<file path="config.mk">
export PLATFORM = sky130hd
export DESIGN_NAME = mcc_top
export DESIGN_NICKNAME = d
export VERILOG_FILES = /design/src/verilog/mcc_pkg.sv /design/src/verilog/mcc_ms_tick.sv /design/src/verilog/mcc_top.sv
export SDC_FILE = /design/constraint.sdc
export NUM_CORES = 1
export LEC_CHECK = 0
export ABC_CLOCK_PERIOD_IN_PS = 3600
export BUFFER_PORTS_ARGS = -buffer_cell sky130_fd_sc_hd__buf_2
export CAP_MARGIN = 20
export CORE_MARGIN = 1.5
export CORE_UTILIZATION = 45
export DETAILED_ROUTE_END_ITERATION = 6
export PLACE_DENSITY = 0.7
export SLEW_MARGIN = 20
export SYNTH_ARGS = -nofsm -noshare
export SYNTH_HDL_FRONTEND = slang
export SYNTH_HIERARCHICAL = 1
export SYNTH_SLANG_ARGS = --single-unit
</file>
<file path="constraint.sdc">
create_clock -name pclk -period 3.6 [get_ports pclk]
set_clock_uncertainty 0.15 [all_clocks]
set_input_delay 0.54 -clock pclk [delete_from_list [all_inputs] [get_ports pclk]]
set_output_delay 0.54 -clock pclk [all_outputs]
set_load 0.02 [all_outputs]
</file>
<file path="src/verilog/mcc_pkg.sv">
// package for the main contactor control block
package mcc_pkg;
    // register byte offsets
    localparam logic [11:0] ADDR_CTRL   = 12'h000;
    localparam logic [11:0] ADDR_DELAY  = 12'h004;
    localparam logic [11:0] ADDR_STATUS = 12'h008;
    localparam logic [11:0] ADDR_INPUT  = 12'h00C;
    // field positions
    localparam int CTRL_ACK_EN     = 0;
    localparam int CTRL_SEL_LO     = 1;
    localparam int IN_REQ_BIT      = 5;
    localparam int OUT_RELAY_BIT   = 0;
    localparam int ST_RELAY        = 0;
    localparam int ST_COUNTING     = 1;
    localparam int ST_ACK          = 2;
    localparam int ST_DONE         = 3;
    // reset values
    localparam logic [15:0] DELAY_MS_RESET = 16'h2710;
    localparam logic [2:0]  CTRL_RESET     = 3'h0;
    // timing
    localparam int CLK_HZ       = 40000000;
    localparam int MS_PER_S     = 1000;
    localparam int CYC_PER_MS   = CLK_HZ / MS_PER_S;
    // state of the contactor sequencer
    typedef enum logic [3:0] {
        MCC_OPEN    = 4'h1,
        MCC_CLOSED  = 4'h2,
        MCC_EXTRUN  = 4'h4,
        MCC_DELAY   = 4'h8
    } mcc_state_t;
    // drive status carrier
    typedef struct packed {
        logic running;
        logic stop_cmd;
        logic ext_run;
        logic start_cmd;
    } mcc_drive_t;
endpackage

</file>
<file path="src/verilog/mcc_ms_tick.sv">
// millisecond enable divider
`timescale 1ns/10ps
module mcc_ms_tick #(
    parameter int DIV = mcc_pkg::CYC_PER_MS
) (
    // clock and reset
    input  wire logic pclk,
    input  wire logic presetn,
    // control
    input  wire logic clear,
    output logic      tick
);
    logic [15:0] cnt;
    logic [15:0] next_cnt;

    always_comb begin
        if (clear || cnt == 16'(DIV - 1)) begin
            next_cnt = 16'h0000;
        end else begin
            next_cnt = cnt + 16'h0001;
        end
    end

    always_ff @(posedge pclk or negedge presetn) begin
        if (!presetn) begin
            cnt <= 16'h0000;
        end else begin
            cnt <= next_cnt;
        end
    end

    assign tick = !clear && cnt == 16'(DIV - 1);
endmodule

</file>
<file path="src/verilog/mcc_top.sv">
// main contactor control with apb registers
// Notes on behaviour
// - rising edge on request input closes the contactor
// - falling edge on request input opens the contactor
// - auto-open delay programmable in milliseconds, default 10000 ms
// - auto-open only after stop and stopped, extended run over, delay elapsed
// - relay output bit 0 high means close, low means open
// - falling edge opens at once, abandoning any running delay
// - optional power acknowledge input confirms contactor closed
`timescale 1ns/10ps
module mcc_top #(
    parameter int MS_DIV = mcc_pkg::CYC_PER_MS
) (
    // clock and reset
    input  wire logic              pclk,
    input  wire logic              presetn,
    // apb slave
    input  wire logic              psel,
    input  wire logic              penable,
    input  wire logic              pwrite,
    input  wire logic [11:0]       paddr,
    input  wire logic [31:0]       pwdata,
    output logic      [31:0]       prdata,
    output logic                   pready,
    output logic                   pslverr,
    // digital inputs and drive state
    input  wire logic [7:0]        digital_inputs,
    input  wire logic              power_ack_input,
    input  wire mcc_pkg::mcc_drive_t drive,
    // outputs
    output logic      [7:0]        relay_output_word,
    output logic                   contactor_confirmed
);
    // register state
    logic [2:0]  ctrl;
    logic [2:0]  next_ctrl;
    logic [15:0] delay_ms;
    logic [15:0] next_delay_ms;
    // sequencer state
    mcc_pkg::mcc_state_t state;
    mcc_pkg::mcc_state_t next_state;
    logic [15:0] ms_cnt;
    logic [15:0] next_ms_cnt;
    logic        req_q;
    logic        done;
    logic        next_done;
    logic        relay;
    logic        next_relay;
    logic        tick;
    logic        req_now;
    logic        rise;
    logic        fall;
    logic        wr_en;
    logic        in_delay;

    function automatic logic hit(input logic [11:0] a, input logic [11:0] off);
        hit = a == off;
    endfunction

    // power-ack selector: bit 0 enables, bits 2:1 choose ack source
    assign req_now  = digital_inputs[mcc_pkg::IN_REQ_BIT];
    assign rise     = req_now && !req_q;
    assign fall     = !req_now && req_q;
    assign in_delay = state == mcc_pkg::MCC_DELAY;
    assign wr_en    = psel && penable && pwrite;

    mcc_ms_tick #(
        .DIV (MS_DIV)
    ) u_tick (
        .pclk    (pclk),
        .presetn (presetn),
        .clear   (!in_delay),
        .tick    (tick)
    );

    // register writes
    always_comb begin
        next_ctrl     = ctrl;
        next_delay_ms = delay_ms;
        if (wr_en && hit(paddr, mcc_pkg::ADDR_CTRL)) begin
            next_ctrl = pwdata[2:0];
        end
        if (wr_en && hit(paddr, mcc_pkg::ADDR_DELAY)) begin
            next_delay_ms = pwdata[15:0];
        end
    end

    always_ff @(posedge pclk or negedge presetn) begin
        if (!presetn) begin
            ctrl     <= mcc_pkg::CTRL_RESET;
            delay_ms <= mcc_pkg::DELAY_MS_RESET;
        end else begin
            ctrl     <= next_ctrl;
            delay_ms <= next_delay_ms;
        end
    end

    // contactor sequencer
    always_comb begin
        next_state  = state;
        next_ms_cnt = ms_cnt;
        next_relay  = relay;
        next_done   = done;
        case (state)
            mcc_pkg::MCC_OPEN: begin
                next_relay = 1'b0;
                if (rise) begin
                    next_state = mcc_pkg::MCC_CLOSED;
                    next_relay = 1'b1;
                    next_done  = 1'b0;
                end
            end
            mcc_pkg::MCC_CLOSED: begin
                if (drive.stop_cmd && !drive.running) begin
                    next_state = mcc_pkg::MCC_EXTRUN;
                end
            end
            mcc_pkg::MCC_EXTRUN: begin
                if (drive.start_cmd || drive.running) begin
                    next_state = mcc_pkg::MCC_CLOSED;
                end else if (!drive.ext_run) begin
                    next_state  = mcc_pkg::MCC_DELAY;
                    next_ms_cnt = 16'h0000;
                end
            end
            mcc_pkg::MCC_DELAY: begin
                if (drive.start_cmd || drive.running) begin
                    next_state = mcc_pkg::MCC_CLOSED;
                end else if (ms_cnt >= delay_ms) begin
                    next_state = mcc_pkg::MCC_OPEN;
                    next_relay = 1'b0;
                    next_done  = 1'b1;
                end else if (tick) begin
                    next_ms_cnt = ms_cnt + 16'h0001;
                end
            end
            default: begin
                next_state = mcc_pkg::MCC_OPEN;
                next_relay = 1'b0;
            end
        endcase
        if (fall) begin
            next_state = mcc_pkg::MCC_OPEN;
            next_relay = 1'b0;
        end
    end

    always_ff @(posedge pclk or negedge presetn) begin
        if (!presetn) begin
            state  <= mcc_pkg::MCC_OPEN;
            ms_cnt <= 16'h0000;
            req_q  <= 1'b0;
            relay  <= 1'b0;
            done   <= 1'b0;
        end else begin
            state  <= next_state;
            ms_cnt <= next_ms_cnt;
            req_q  <= req_now;
            relay  <= next_relay;
            done   <= next_done;
        end
    end

    // outputs
    logic ack_src;
    always_comb begin
        case (ctrl[2:1])
            2'h0:    ack_src = power_ack_input;
            2'h1:    ack_src = digital_inputs[0];
            2'h2:    ack_src = digital_inputs[1];
            default: ack_src = digital_inputs[2];
        endcase
    end

    assign relay_output_word   = {7'h00, relay};
    assign contactor_confirmed = relay && (!ctrl[mcc_pkg::CTRL_ACK_EN] || ack_src);

    // apb read path, zero wait states
    assign pready  = 1'b1;
    assign pslverr = psel && penable && !(hit(paddr, mcc_pkg::ADDR_CTRL) || hit(paddr, mcc_pkg::ADDR_DELAY)
                     || hit(paddr, mcc_pkg::ADDR_STATUS) || hit(paddr, mcc_pkg::ADDR_INPUT));
    always_comb begin
        prdata = 32'h0000_0000;
        if (hit(paddr, mcc_pkg::ADDR_CTRL)) begin
            prdata = {29'h0, ctrl};
        end else if (hit(paddr, mcc_pkg::ADDR_DELAY)) begin
            prdata = {16'h0, delay_ms};
        end else if (hit(paddr, mcc_pkg::ADDR_STATUS)) begin
            prdata = {28'h0, done, contactor_confirmed, in_delay, relay};
        end else if (hit(paddr, mcc_pkg::ADDR_INPUT)) begin
            prdata = {16'h0, ms_cnt};
        end
    end

    // checks
    property p_rise_close;
        @(posedge pclk) disable iff (!presetn) rise && !fall |=> relay;
    endproperty
    a_rise_close: assert property (p_rise_close) else $error("rising request did not close");

    property p_fall_open;
        @(posedge pclk) disable iff (!presetn) fall |=> !relay && state == mcc_pkg::MCC_OPEN;
    endproperty
    a_fall_open: assert property (p_fall_open) else $error("falling request did not open");

    property p_open_needs_cause;
        @(posedge pclk) disable iff (!presetn) $fell(relay) |-> $past(fall) || $past(in_delay);
    endproperty
    a_open_needs_cause: assert property (p_open_needs_cause) else $error("relay opened without cause");

    property p_close_needs_rise;
        @(posedge pclk) disable iff (!presetn) $rose(relay) |-> $past(rise);
    endproperty
    a_close_needs_rise: assert property (p_close_needs_rise) else $error("relay closed without edge");

    property p_start_cancels;
        @(posedge pclk) disable iff (!presetn) in_delay && drive.start_cmd && !fall |=> relay && !in_delay;
    endproperty
    a_start_cancels: assert property (p_start_cancels) else $error("start did not cancel delay");

    property p_delay_count;
        @(posedge pclk) disable iff (!presetn) in_delay && ms_cnt < delay_ms && !fall |=> relay;
    endproperty
    a_delay_count: assert property (p_delay_count) else $error("opened before delay elapsed");

    property p_out_bit;
        @(posedge pclk) disable iff (!presetn) relay_output_word[mcc_pkg::OUT_RELAY_BIT] == relay
            && relay_output_word[7:1] == 7'h00;
    endproperty
    a_out_bit: assert property (p_out_bit) else $error("relay bit misplaced");

    property p_ack;
        @(posedge pclk) disable iff (!presetn) contactor_confirmed |-> relay;
    endproperty
    a_ack: assert property (p_ack) else $error("confirm without closed relay");
endmodule

</file>
* After elaboration in Yosys (flattened, before gate mapping) *
Index checks and enable logic that the tools add are counted.

cells by class
  shift operators = 0
  bitwise gates (word level) = 0
  div/mod/pow operators = 0
  order comparisons = 1
  add/subtract/negate cells = 2
  eq/ne operators = 24
  reductions and logical operators = 31
  multiply operators = 0
  multiplexer cells = 29

operators by type and width
  cell                                                   number
  2-to-1 mux 16 bit                                      10
  adder 16 x 1 -> 16 bit, second input constant          2
  one-hot mux 16 bit (2 select lines)                    1
  2-to-1 mux 4 bit                                       7
  equality test 12 x 4 -> 1 bit, second input constant   2
  equality test 16 bit, second input constant            1
  >= comparator 16 bit                                   1
  one-hot mux 4 bit (4 select lines)                     1
  equality test 12 x 3 -> 1 bit, second input constant   1
  zero test 12 bit                                       1
  inequality test 2 bit, second input constant           6
  logical AND 1 bit                                      10
  inequality test 3 bit, second input constant           3
  AND reduction 4 bit                                    2
  2-to-1 mux 1 bit                                       7
  zero test 1 bit                                        6
  logical OR 1 bit                                       6
  one-hot mux 1 bit (3 select lines)                     2
  AND reduction 6 bit                                    1
  equality test 4 x 1 -> 1 bit, second input constant    1
  equality test 4 x 2 -> 1 bit, second input constant    1
  equality test 4 x 3 -> 1 bit, second input constant    1
  equality test 4 bit, second input constant             1
  inequality test 2 x 1 -> 1 bit, second input constant  2
  10 further kinds                                       11

word-level totals
  word-level logic and storage cells = 95
  ROM bits = 0
  memories = 0
  RAM bits = 0
  latch bits = 0
  input port bits = 62
  register bits after elaboration = 58
  output and inout bits = 43

* Depth between registers and ports, before layout *
  word-level depth = 7
  depth in mapped cells = 14
  gate-level depth less buffers = 10

* Cells and area by module *
The synthesis kept the hierarchy.

by module, submodules not included
  module       area an instance (um^2)  cells each  instances  seq. area each (um^2)
  mcc_top      3101.7                   345         1          1058.5
  mcc_ms_tick  830.8                    84          1          400.4

* Least setup slack after synthesis *
Ideal clock, no wire load.

  path type = flip-flop to flip-flop
  start = reg u_tick.cnt[8]
  end = reg ms_cnt[4]
  library setup time = 0.075 ns
  stages on the path, launching flop included = 11
  arrival time = 2.511 ns
  data required time = 3.375 ns
  clock period less this slack = 2.736 ns
  path buffers = 1
  setup slack = 0.864 ns
  cells stage by stage = dfrtp_1 or4b_1 nor4_2 nor2b_1 and3b_1 o211ai_1 nor2_1 a31oi_4 buf_6 or3_1 a21oi_2

between the ends
  longest elaborated chain between the ends = 4

ends and longest elaborated chain
  what                             RTL line           text
  from (decl)                      mcc_ms_tick.sv:13  logic [15:0] cnt;
  from (signal assigned)           mcc_ms_tick.sv:28  cnt <= next_cnt;
  equality test 16 bit             mcc_ms_tick.sv:32  assign tick = !clear && cnt == 16'(DIV - 1);
  logical AND 1 bit                mcc_ms_tick.sv:32
  named net tick                   mcc_top.sv:49      logic tick;
  inequality test 2 bit (no line)  --
  AND reduction 6 bit (no line)    --
  to (signal assigned)             mcc_top.sv:157     ms_cnt <= next_ms_cnt;
  to (decl)                        mcc_top.sv:42      logic [15:0] ms_cnt;

The timed path passes the listed nets, and every way through them passes these cells.
A chain may end at the register's enable or synchronous reset.

* Worst setup path after layout *
  start = reg u_tick.cnt[0]
  end = reg ms_cnt[5]

The elaborated chain is that of the path after synthesis.

==> impl_metrics.py <==
metrics = {
    "setup_path": {
        "critical_path_required_ns": 3.71,
        "timing.critical_path.arrival_ns": 3.23,
        "endpoint_kind": "flop",
        "timing.critical_path.fanout_max": 24,
        "worstSetupStartpointType": "flop",
        "worstRegToRegCells": 10,
        "path_class": "flop to flop",
    },
    "clocking": {
        "tritoncts": "yes",
        "post_cts.resized_instances": 0,
        "cts_max_path_buffers": 2,
        "clock_pin_slew_reported_for_the_worst_setup_and_hold_paths_after_clock_tree_synthesis_ns": 0.07,
        "worst_skew_pair.late_latency_ns": 0.34,
        "root_buffer_cell": "sky130_fd_sc_hd__clkbuf_8",
        "total_cts_buffers": 9,
        "htree_levels": 3,
        "cts_hold_repair.buffers": 0,
        "postCtsSetupBuffers": 0,
        "cts.sink_count": 58,
    },
    "sta": {
        "clock.fmax_mhz": 320,
        "number_of_hold_violations_in_the_final_report": 0,
        "timing.setup.tns_ns": 0,
        "finalMaxSlewViolations": 0,
        "layout_setup_ws_ns": 0.480,
        "fin_crit_sh_pct": 86.7,
        "time_the_final_worst_path_needs_with_i_o_delays_and_setup_ns": 3.12,
        "tightest_slew_ns": 0.637,
        "setup_violations": 0,
        "unrepaired_setup_endpoints_after_global_routing": "no",
        "tightest_slew_margin_relative_to_the_limit_pct": 57.4,
        "hold-worst-slack_ns": 0.0407,
    },
    "global_route": {
        "antenna_found_initial": 0,
        "first_global_vias": 2972,
        "grt_overflow": 0,
        "grt_start_max_net_pins": 48,
        "global_route.usage.total_pct": 18.6,
        "grt_first_pass_wirelength_mm": 13.4,
    },
    "pwr": {
        "power_leakage_nw": 2.04,
        "power_mw": 1.63,
        "worst_ir_drop_vdd_mv": 0.190,
        "powerDensity_mw_per_mm2": 369,
    },
    "synth": {
        "synth_fa_ha_area_share_pct": 6.36,
        "synth_top_area_share_pct": 33.1,
        "post-synth-top-area-cell": "sky130_fd_sc_hd__dfrtp_1",
        "yosys.area_share.xor_xnor_pct": 3.34,
        "synthSimpleGateAreaFrac_pct": 21.4,
        "yosys-top-cells-area": "sky130_fd_sc_hd__dfrtp_1 (33%), sky130_fd_sc_hd__ha_1 (6.4%), sky130_fd_sc_hd__buf_4 (5.3%), sky130_fd_sc_hd__dfstp_2 (4.0%), sky130_fd_sc_hd__nor2_1 (3.9%)",
        "sequential_element_share_of_the_synthesized_area_pct": 37.1,
        "synth_async_sr_flop_share_pct": 100,
        "synth.ff_latch_count": 58,
        "yosys_warnings": 6,
        "synth-compound-area-share_pct": 13.8,
        "yosys-mux-area-fraction_pct": 7.03,
        "synth_flop_cell": "sky130_fd_sc_hd__dfrtp_1",
        "synthesis.instances": 429,
        "synth-edff-count": 0,
        "mappedNetlistArea_mm2": 0.00393,
        "synth_top_family_by_area": "simple AND/OR/NAND/NOR gates",
        "syn-mean-instance-area_um2": 9.17,
        "synth_cell_type_count": 67,
    },
    "floorplan": {
        "die_w_um": 96.5,
        "core_area_mm2": 0.00834,
        "floorplan.die_area_mm2": 0.00931,
        "io_pins": 105,
        "fp.dieH_um": 96.5,
        "num_rows": 33,
        "start_util_pct": 47.1,
    },
    "routing": {
        "route.detailed.vias_per_inst": 5.35,
        "final_antenna_violating_net_count": 0,
        "initialDrtViolationCount": 189,
        "vias": 3176,
        "drc": 0,
        "routedWlPerCell_um": 13.5,
        "drt-total-wl_mm": 8.02,
        "first_pass_iters": 4,
    },
    "layout": {
        "antennaDiodeCount": 0,
        "syn_to_final_growth_pct": 12.0,
        "drive_above_1_share_pct": 23.1,
        "seqCellArea_mm2": 0.00146,
        "final_cell_area_mm2": 0.00440,
        "final_nets": 566,
        "nFillCells": 782,
        "multi_input_area_mm2": 0.00214,
    },
    "flow_run": {
        "maxCapViolations": 0,
    },
    "placement": {
        "place_area_mm2": 0.00417,
        "globalplace.congestion": 0.807,
        "preCtsSetupSlack_ns": 0.475,
        "portBuffers": 60,
        "dp_hpwl_mm": 5.93,
    },
    "run_status": {
        "outcome": "finished clean",
    },
    "min_path": {
        "hold_path_class": "input port to asynchronous set/reset pin",
    },
}
[cell type report]
cell class	instances	area share [%]
multi-input cells	320	48.5
flip-flops and latches	58	33.1
repair buffers	64	7.56
clock buffers	12	3.52
well taps	105	2.98
inverters	31	2.64
clock inverters	4	1.68
[state kept, by name (all words and copies together) (netlist names)]
name        cells
ctrl            3
req_q           1
ms_cnt         16
done            1
delay_ms       16
u_tick/cnt     16
relay           1
state           4
[per-layer routing]
metal	global-route usage, %	vias up	share of wire (%)
met1	23.4	1503	45
met2	31.5	93	48
met3	5.16	10	6.3
met5	0	-	0
met4	5.07	0	1.1
li1	-	1570	-
[worst paths after layout]
kind                                   start            end  slack [ns]
max                            u_tick/cnt[0]      ms_cnt[5]        0.48
min                                  presetn    delay_ms[5]        0.04
max reg2reg                    u_tick/cnt[0]      ms_cnt[5]        0.48
min reg2reg                    u_tick/cnt[0]  u_tick/cnt[0]        0.35
max in group asynchronous            presetn      ms_cnt[9]        2.64
min in group pclk          digital_inputs[5]          req_q        0.18
[per-stage QoR]
stage	util, %	instances
3_3_place_gp	50.0	578
5_1_grt	52.8	594
6_report	52.8	594
3_5_place_dp	50.0	578
4_1_cts	52.8	594
2_1_floorplan	-	451
[cells in the mapped netlist, types with 4 or more instances]
library cell / instances
sky130_fd_sc_hd__a21oi_1: 20
sky130_fd_sc_hd__a21oi_2: 4
sky130_fd_sc_hd__buf_4: 28
sky130_fd_sc_hd__clkbuf_1: 9
sky130_fd_sc_hd__dfrtp_1: 52
sky130_fd_sc_hd__dfstp_2: 6
sky130_fd_sc_hd__ha_1: 20
sky130_fd_sc_hd__inv_1: 31
sky130_fd_sc_hd__mux2i_1: 13
sky130_fd_sc_hd__mux4_2: 4
sky130_fd_sc_hd__nand2_1: 36
sky130_fd_sc_hd__nand2b_1: 4
sky130_fd_sc_hd__nand3_1: 11
sky130_fd_sc_hd__nand4_1: 8
sky130_fd_sc_hd__nor2_1: 41
sky130_fd_sc_hd__nor2b_1: 4
sky130_fd_sc_hd__nor3_1: 5
sky130_fd_sc_hd__nor4_1: 9
sky130_fd_sc_hd__o21a_1: 4
sky130_fd_sc_hd__o21ai_0: 19
sky130_fd_sc_hd__o21ai_1: 8
sky130_fd_sc_hd__o31ai_1: 8
sky130_fd_sc_hd__or3_1: 10
sky130_fd_sc_hd__or4_1: 7
sky130_fd_sc_hd__xnor2_1: 13
[critical path, stage by stage, from the launching register on]
cell and delay (ns):
sky130_fd_sc_hd__dfrtp_1 0.40, sky130_fd_sc_hd__ha_1 0.22, sky130_fd_sc_hd__nand4_1 0.27, sky130_fd_sc_hd__nor4_2 0.36
sky130_fd_sc_hd__nor2b_1 0.15, sky130_fd_sc_hd__and3b_1 0.16, sky130_fd_sc_hd__o211ai_1 0.19, sky130_fd_sc_hd__nor2_1 0.24
sky130_fd_sc_hd__a31oi_4 0.27, sky130_fd_sc_hd__or4_1 0.47, sky130_fd_sc_hd__a21oi_1 0.15
[cell usage in the layout, fill, tap and decap left out, drive strengths merged, types with 6 or more instances in the layout]
cell / instances
clkbuf: 12
nand3: 13
o31ai: 8
inv: 31
ha: 20
or4: 7
buf: 64
a21oi: 24
nor4: 10
nor2: 43
dfstp: 6
conb: 24
xnor2: 13
o21ai: 28
nand2: 37
mux2i: 13
or3: 10
dfrtp: 52
nand4: 9
[logic make-up after synthesis]
logic type | after synthesis
compound gates | 80
other cells | 2
simple gates | 159
fa+ha+maj | 20
buf+inv | 73
flops | 58
xor+xnor | 15
mux | 22
[where the power goes]
| group | total, mW | leakage (nW) | internal (mW) | switching [mW] |
|---|---|---|---|---|
| Combinational | 0.222 | 1.19 | 0.0980 | 0.124 |
| Sequential | 0.711 | 0.734 | 0.674 | 0.0368 |
| Clock | 0.693 | 0.117 | 0.428 | 0.265 |
Power figures use the tool's default switching activity.
